<file path="src/rpsc_pkg.sv">
// Package with register map, field positions and power state encodings.
package rpsc_pkg;
    localparam logic [3:0] ADDR_CTRL      = 4'h9;
    localparam logic [3:0] ADDR_STATUS    = 4'hA;
    localparam int         CTRL_PD_BIT    = 3;
    localparam int         CTRL_RETIME_BIT = 0;
    localparam logic [7:0] CTRL_RESET_VAL = 8'h01;
    localparam logic [7:0] READ_UNMAPPED  = 8'h00;

    typedef enum logic [3:0] {
        RPSC_PD_PIN   = 4'b0001,
        RPSC_PD_HPD   = 4'b0010,
        RPSC_PD_SOFT  = 4'b0100,
        RPSC_STANDBY  = 4'b1000
    } rpsc_pd_t;

    typedef enum logic [2:0] {
        RPSC_ST_OFF     = 3'b001,
        RPSC_ST_STANDBY = 3'b010,
        RPSC_ST_NORMAL  = 3'b100
    } rpsc_state_t;
endpackage : rpsc_pkg

</file>
<file path="src/rpsc_sync.sv">
// Two flip-flop synchroniser for one level input.
`timescale 1ns/1ns
module rpsc_sync (
    input  wire logic mclk_in,
    input  wire logic rst_in,
    input  wire logic async_in,
    output logic      sync_out
);
    logic meta_reg;
    logic meta_next;
    logic sync_next;

    always_comb
    begin
        meta_next = async_in;
        sync_next = meta_reg;
    end

    always_ff @(posedge mclk_in or posedge rst_in)
    begin
        if (rst_in)
        begin
            meta_reg <= 1'b0;
            sync_out <= 1'b0;
        end
        else
        begin
            meta_reg <= meta_next;
            sync_out <= sync_next;
        end
    end
endmodule : rpsc_sync

</file>
<file path="src/rpsc_top.sv">
// Power-state controller for a video retimer with Avalon-MM control registers.
// Behaviour
// Chip-activate low: everything off, outputs high-Z, receive termination kept on.
// Chip-activate rising edge resets all programmable settings to defaults.
// Host must rewrite its settings after every chip-activate reset.
// Power-down bit in control register forces power-down regardless of pins.
// Soft power-down with hot-plug high keeps control port and hot-plug out active.
// Activate high, hot-plug low: power-down, control port active, outputs high-Z.
// Hot-plug high without valid clock: standby, clock lane only, side channels on; the code enters standby this way only in retimer mode.
// Normal mode runs as redriver, or as retimer only with a valid clock.
// With hot-plug high, outputs enable only from the clock detector result; the code uses the detector only in retimer mode.
// Source hot-plug output follows sink hot-plug input at all times.
// Chip-activate and sink hot-plug are synchronised before selecting state.
//
// The Avalon-MM register port and the placing of the registers were chosen for this implementation.
`timescale 1ns/1ns
module rpsc_top (
    input  wire logic       mclk_in,
    input  wire logic       rst_in,
    input  wire logic       chip_activate_in,
    input  wire logic       hotplug_from_sink_in,
    input  wire logic       clock_valid_in,
    input  wire logic       signal_detect_enable_in,
    input  wire logic [3:0] avs_address_in,
    input  wire logic       avs_read_in,
    input  wire logic       avs_write_in,
    input  wire logic [7:0] avs_writedata_in,
    output logic [7:0]      avs_readdata_out,
    output logic            avs_waitrequest_out,
    output logic            hotplug_to_source_out,
    output logic            rx_termination_out,
    output logic [2:0]      data_lane_inputs_en_out,
    output logic            clock_lane_rx_en_out,
    output logic            data_lane_outputs_en_out,
    output logic            cdr_en_out,
    output logic            ddc_en_out,
    output logic            audio_return_path_en_out,
    output logic            local_control_port_en_out
);
    logic act_sync;
    logic hpd_sync;
    logic clk_sync;
    logic act_prev_reg;
    logic act_prev_next;
    logic [7:0] ctrl_reg;
    logic [7:0] ctrl_next;
    logic [7:0] rdata_reg;
    logic [7:0] rdata_next;
    logic ack_reg;
    logic ack_next;
    rpsc_pkg::rpsc_state_t state_reg;
    rpsc_pkg::rpsc_state_t state_next;
    logic act_rise;
    logic soft_pd;
    logic retime;
    logic ctrl_on;
    logic hpd_out_reg;
    logic cdr_reg;
    logic cdr_next;

    // Pin inputs cross into the clock domain before any decision uses them.
    rpsc_sync u_sync_act (.mclk_in(mclk_in), .rst_in(rst_in),
        .async_in(chip_activate_in), .sync_out(act_sync));
    rpsc_sync u_sync_hpd (.mclk_in(mclk_in), .rst_in(rst_in),
        .async_in(hotplug_from_sink_in), .sync_out(hpd_sync));
    rpsc_sync u_sync_clk (.mclk_in(mclk_in), .rst_in(rst_in),
        .async_in(clock_valid_in), .sync_out(clk_sync));

    assign act_rise = act_sync & ~act_prev_reg;
    assign soft_pd  = ctrl_reg[rpsc_pkg::CTRL_PD_BIT];
    assign retime   = ctrl_reg[rpsc_pkg::CTRL_RETIME_BIT];

    // The register file is held in reset while activate is low so that no stale
    // setting survives; the host reprograms after the rising edge.
    always_comb
    begin
        act_prev_next = act_sync;
        ctrl_next     = ctrl_reg;
        rdata_next    = rpsc_pkg::READ_UNMAPPED;
        ack_next      = 1'b0;
        // A write lands on the edge that completes the transfer, when waitrequest is low.
        if (avs_write_in && ack_reg && avs_address_in == rpsc_pkg::ADDR_CTRL)
        begin
            ctrl_next = avs_writedata_in;
        end
        if ((avs_read_in || avs_write_in) && !ack_reg)
        begin
            ack_next = 1'b1;
            if (avs_read_in && avs_address_in == rpsc_pkg::ADDR_CTRL)
            begin
                rdata_next = ctrl_reg;
            end
            else if (avs_read_in && avs_address_in == rpsc_pkg::ADDR_STATUS)
            begin
                rdata_next = {3'h0, hpd_sync, act_sync, state_reg};
            end
        end
        if (act_rise || !act_sync)
        begin
            ctrl_next = rpsc_pkg::CTRL_RESET_VAL;
        end
    end

    // In retimer mode the clock detector result decides standby versus normal once hot-plug is high.
    always_comb
    begin
        case (state_reg)
            rpsc_pkg::RPSC_ST_OFF,
            rpsc_pkg::RPSC_ST_STANDBY,
            rpsc_pkg::RPSC_ST_NORMAL:
            begin
                if (!act_sync || !hpd_sync || soft_pd)
                begin
                    state_next = rpsc_pkg::RPSC_ST_OFF;
                end
                else if (retime && !clk_sync)
                begin
                    state_next = rpsc_pkg::RPSC_ST_STANDBY;
                end
                else
                begin
                    state_next = rpsc_pkg::RPSC_ST_NORMAL;
                end
            end
            default:
            begin
                state_next = rpsc_pkg::RPSC_ST_OFF;
            end
        endcase
        // Registered with the state so that a mode write cannot start recovery unclocked.
        cdr_next = (state_next == rpsc_pkg::RPSC_ST_NORMAL) && retime && clk_sync;
    end

    always_ff @(posedge mclk_in or posedge rst_in)
    begin
        if (rst_in)
        begin
            act_prev_reg <= 1'b0;
            ctrl_reg     <= rpsc_pkg::CTRL_RESET_VAL;
            rdata_reg    <= rpsc_pkg::READ_UNMAPPED;
            ack_reg      <= 1'b0;
            state_reg    <= rpsc_pkg::RPSC_ST_OFF;
            cdr_reg      <= 1'b0;
            hpd_out_reg  <= 1'b0;
        end
        else
        begin
            act_prev_reg <= act_prev_next;
            ctrl_reg     <= ctrl_next;
            rdata_reg    <= rdata_next;
            ack_reg      <= ack_next;
            state_reg    <= state_next;
            cdr_reg      <= cdr_next;
            hpd_out_reg  <= hpd_sync;
        end
    end

    assign ctrl_on                   = act_sync;
    assign avs_waitrequest_out       = (avs_read_in || avs_write_in) && !ack_reg;
    assign avs_readdata_out          = rdata_reg;
    assign hotplug_to_source_out     = hpd_out_reg;
    assign rx_termination_out        = 1'b1;
    assign data_lane_inputs_en_out   = {3{state_reg == rpsc_pkg::RPSC_ST_NORMAL}};
    assign clock_lane_rx_en_out      = state_reg != rpsc_pkg::RPSC_ST_OFF;
    assign data_lane_outputs_en_out  = state_reg == rpsc_pkg::RPSC_ST_NORMAL;
    assign cdr_en_out                = cdr_reg;
    assign ddc_en_out                = state_reg != rpsc_pkg::RPSC_ST_OFF;
    assign audio_return_path_en_out  = state_reg != rpsc_pkg::RPSC_ST_OFF;
    assign local_control_port_en_out = ctrl_on;

    property p_off_when_inactive;
        @(posedge mclk_in) disable iff (rst_in)
        !act_sync |=> !data_lane_outputs_en_out && !ddc_en_out;
    endproperty
    a_off_when_inactive: assert property (p_off_when_inactive)
        else $error("Outputs active while chip activate low.");

    property p_reset_on_rise;
        @(posedge mclk_in) disable iff (rst_in)
        act_rise |=> ctrl_reg == rpsc_pkg::CTRL_RESET_VAL;
    endproperty
    a_reset_on_rise: assert property (p_reset_on_rise)
        else $error("Settings not reset after activate rise.");

    property p_soft_pd;
        @(posedge mclk_in) disable iff (rst_in)
        soft_pd |=> state_reg == rpsc_pkg::RPSC_ST_OFF;
    endproperty
    a_soft_pd: assert property (p_soft_pd)
        else $error("Soft power-down not honoured.");

    property p_soft_pd_side;
        @(posedge mclk_in) disable iff (rst_in)
        (soft_pd && act_sync && hpd_sync) |-> local_control_port_en_out ##1
            (hotplug_to_source_out && !audio_return_path_en_out && !ddc_en_out &&
            !data_lane_outputs_en_out);
    endproperty
    a_soft_pd_side: assert property (p_soft_pd_side)
        else $error("Wrong outputs in soft power-down.");

    property p_no_hpd;
        @(posedge mclk_in) disable iff (rst_in)
        (act_sync && !hpd_sync)[*2] |-> local_control_port_en_out &&
            !data_lane_outputs_en_out;
    endproperty
    a_no_hpd: assert property (p_no_hpd)
        else $error("Wrong outputs with sink hot-plug low.");

    property p_standby;
        @(posedge mclk_in) disable iff (rst_in)
        state_reg == rpsc_pkg::RPSC_ST_STANDBY |-> clock_lane_rx_en_out &&
            data_lane_inputs_en_out == 3'h0 && ddc_en_out && !data_lane_outputs_en_out;
    endproperty
    a_standby: assert property (p_standby)
        else $error("Standby outputs wrong.");

    property p_retime_needs_clock;
        @(posedge mclk_in) disable iff (rst_in)
        cdr_en_out |-> state_reg == rpsc_pkg::RPSC_ST_NORMAL && $past(clk_sync);
    endproperty
    a_retime_needs_clock: assert property (p_retime_needs_clock)
        else $error("Retimer active without valid clock.");

    property p_hpd_follow;
        @(posedge mclk_in) disable iff (rst_in)
        hpd_sync |=> hotplug_to_source_out == $past(hpd_sync);
    endproperty
    a_hpd_follow: assert property (p_hpd_follow)
        else $error("Source hot-plug does not follow sink.");

    c_normal:  cover property (@(posedge mclk_in) state_reg == rpsc_pkg::RPSC_ST_NORMAL);
    c_standby: cover property (@(posedge mclk_in) state_reg == rpsc_pkg::RPSC_ST_STANDBY);
    c_soft:    cover property (@(posedge mclk_in) soft_pd && act_sync && hpd_sync);
    c_rise:    cover property (@(posedge mclk_in) act_rise);
endmodule : rpsc_top

</file>
<file path="config.mk">
export PLATFORM = sky130hd
export DESIGN_NAME = rpsc_top
export DESIGN_NICKNAME = d
export VERILOG_FILES = /design/src/rpsc_pkg.sv /design/src/rpsc_sync.sv /design/src/rpsc_top.sv
export SDC_FILE = /design/constraint.sdc
export NUM_CORES = 1
export LEC_CHECK = 0
export BUFFER_PORTS_ARGS = -buffer_cell sky130_fd_sc_hd__buf_2
export CORE_MARGIN = 2
export CORE_UTILIZATION = 40
export DETAILED_ROUTE_END_ITERATION = 10
export PLACE_DENSITY = 0.66
export SLEW_MARGIN = 10
export SYNTH_ARGS = -nofsm -noshare
export SYNTH_HDL_FRONTEND = slang
export SYNTH_HIERARCHICAL = 1
export SYNTH_SLANG_ARGS = --single-unit
</file>
<file path="constraint.sdc">
create_clock -name mclk_in -period 1.31 [get_ports mclk_in]
set_input_delay 0.131 -clock mclk_in [delete_from_list [all_inputs] [get_ports mclk_in]]
set_output_delay 0.131 -clock mclk_in [all_outputs]
set_load 0.005 [all_outputs]
</file>
==> flow_summary.ini <==
[synthesis]
yosysWarningCount = 6
synth_edf_count = 0
synth_area_um2 = 1200
yosys.area.top_type = dfrtp_1
synth-seq-cells = 29
synth_ff_type = dfrtp_1
yosysMostFrequentCell = dfrtp_1
synth_compound_area_frac = 0.119
synth_fp_nets = 118
seq_area_frac_synth = 0.608
yosysUniqueCellTypes = 24
synth-simple-area-share = 0.184
syn_inst = 98
muxShareOfSynthArea = 0
synthXorXnorAreaFrac = 0.00731
synth_fa_ha_area_frac = 0
synth_commonest_cells = dfrtp_1, a21oi_1, nand3_1, o21ai_0
synth_top_family_by_area = simple AND/OR/NAND/NOR gates
synth_area_leaders = dfrtp_1, dfstp_2, a22o_2
yosysTopAreaCellShare = 0.564
synth.avg_cell_area_um2 = 12.2
async_flop_share = 1.00

[power_and_ir_drop]
p_per_area_nw_per_um2 = 1080
vdd_drop_max_uv = 584
p_comb_frac = 0.107
p_int_mw = 1.21
p_sw_frac = 0.247
power_frac_seq = 0.586
cellLeakagePower_nw = 0.773
clock_power_share = 0.307
p_switching_mw = 0.397

[placement]
pre_cts_ws_ns = 0.105
gp_congestion = 0.752
port_buffers = 37
hpwl_um = 1610

[run_status]
status = finished, violations left
failed_checks = DRC, setup timing

[drt]
wl_um = 2220
wl_per_cell_um = 12.8
viasPerCell = 5.02
drt-initial-drc-count = 21
drcViolationCount = 2
dr.pass1.iters = 9
num_vias = 868
ant_nets = 0

[clock_tree]
cts_tree = done
clk_pin_slew_worst_paths_ns = 0.08
clkLatencyLatePin_ns = 0.32
root_buffer = clkbuf_4
clock_sinks = 29
cts_buffers = 5
htree_levels = 2
cts.path.max_buffers = 2

[timing]
min_period_over_period = 1.05
timing.final.crit_period_ns = 1.37
rsz0062_at_grt = yes
fin_skew_ns = 0.00663
setup_viol = 7
slew_viol_final = 0
finalHoldViolCount = 0
fmax_mhz = 730
layout_setup_ws_ns = -0.0591

[cells_and_area]
fin_util = 0.532
nets = 161
syn2layout_area_growth_pct = 24.4
final_layout_size_suffix_gt1_frac = 0.465
diodes = 0
nFillCells = 263

[global_route]
grt_util_all_layers = 0.149
first_global_vias = 856
grt_pass1_wl_um = 3700
grt_max_degree = 24
antenna_found_initial = 0
grt_overflow = 0

[floorplan]
initial_core_util = 0.427
fp.dieW_um = 58.7
ioPinCount = 40
die_area_um2 = 3450
num_rows = 19
die_h_um = 58.7
coreArea_um2 = 2810

[worst_setup_path]
required_ns = 1.18
arrival_ns = 1.24
endpoint_kind = primary output
crit_type = reg2out
path_max_fanout = 3
setup.worst_path.start_class = flop

[min_path]
min_path_type = in2reg

[job]
drv_cap = 0
[cell families after synthesis]
kind of cell           count (synthesis)
AND/OR/NAND/NOR                       30
other                                  1
buffers and inverters                 15
AO/OA/AOI/OAI                         22
flip-flops                            29
XOR/XNOR                               1
[placed cells by master (no fill, tap or decap)]
cell type	n
a22oi_2	1
nand2b_4	1
nand4bb_1	2
dfstp_2	2
nor3b_4	2
and2_1	4
nor2_1	4
a22o_2	5
buf_4	4
clkinv_2	2
clkbuf_1	1
dlygate4sd3_1	4
dfrtp_1	25
buf_2	37
nand4_1	1
nand2_1	3
nand3_1	8
inv_2	1
dfrtp_2	2
o21ai_0	8
inv_1	5
xor2_1	1
nor2_8	1
and4bb_2	2
conb_1	1
and3b_1	1
nor3b_2	1
clkbuf_4	5
a21oi_1	8
[power by group through the flow]
| stage | Sequential [mW] | Combinational (mW) | Clock, mW |
|---|---|---|---|
| 6_report | 0.941 | 0.173 | 0.493 |
| 5_1_grt | 0.946 | 0.193 | 0.553 |
| 4_1_cts | 0.942 | 0.173 | 0.514 |
| 3_5_place_dp | 0.958 | 0.148 | 0 |
| 3_3_place_gp | 0.955 | 0.145 | 0 |
| 2_1_floorplan | 0.953 | 0.0960 | 0 |
[cell type report]
cell class,instances,area (um^2),area share
clock buffer,6,41.3,0.0277
clock inverter,2,10.0,0.00671
inverter,6,22.5,0.0151
multi-input combinational,54,393,0.263
sequential,29,731,0.490
tap,31,38.8,0.0260
timing repair buffer,45,255,0.171
[repair_timing]
item | CTS | global route
cloned | 0 | 0
hold buffers | 4 | 0
endpoints found under the setup margin | 7 | 10
endpoints found under the hold margin | 30 | 0
resized for setup | 4 | 2
setup buffers | 2 | 0
pin swaps | 1 | 1
[worst max-delay path, stage by stage (launching register included)]
cell and delay (ns):
dfstp_2 0.53, nor3b_4 0.21, inv_2 0.05, buf_2 0.12
[path summary, 6_finish.rpt]
| kind | from | endpoint | slack [ns] | cells after the start |
|---|---|---|---|---|
| max | state_reg[0] | ddc_en_out | -0.06 | 3 |
| min | avs_writedata_in[3] | ctrl_reg[3] | 0.05 | 3 |
| max reg2reg | state_reg[0] | cdr_en_out | 0.03 | 4 |
| min reg2reg | u_sync_act/meta_reg | u_sync_act/sync_out | 0.36 | 0 |
| max in group asynchronous | rst_in | ctrl_reg[0] | 0.63 | 4 |
| min in group asynchronous | rst_in | u_sync_clk/meta_reg | 0.21 | 3 |
[metrics by stage]
step / TNS, ns / area, um^2 / total power [mW] / hold slack, ns / instances
2_1_floorplan: 0 / 1200 / 1.05 / -0.128 / 98
5_1_grt: -0.888 / 1490 / 1.69 / 0.0460 / 173
3_3_place_gp: 0 / 1370 / 1.10 / 0.0130 / 159
4_1_cts: -0.364 / 1490 / 1.63 / 0.0406 / 173
3_5_place_dp: 0 / 1370 / 1.11 / 0.0139 / 159
6_report: -0.250 / 1490 / 1.61 / 0.0485 / 173
[metal layers]
layer | track usage | part of all wire
met1 | 0.168 | 0.40
met2 | 0.243 | 0.51
met3 | 0.0725 | 0.072
met4 | 0.0584 | 0.017
met5 | 0 | 0
Power figures use the tool's default switching activity.
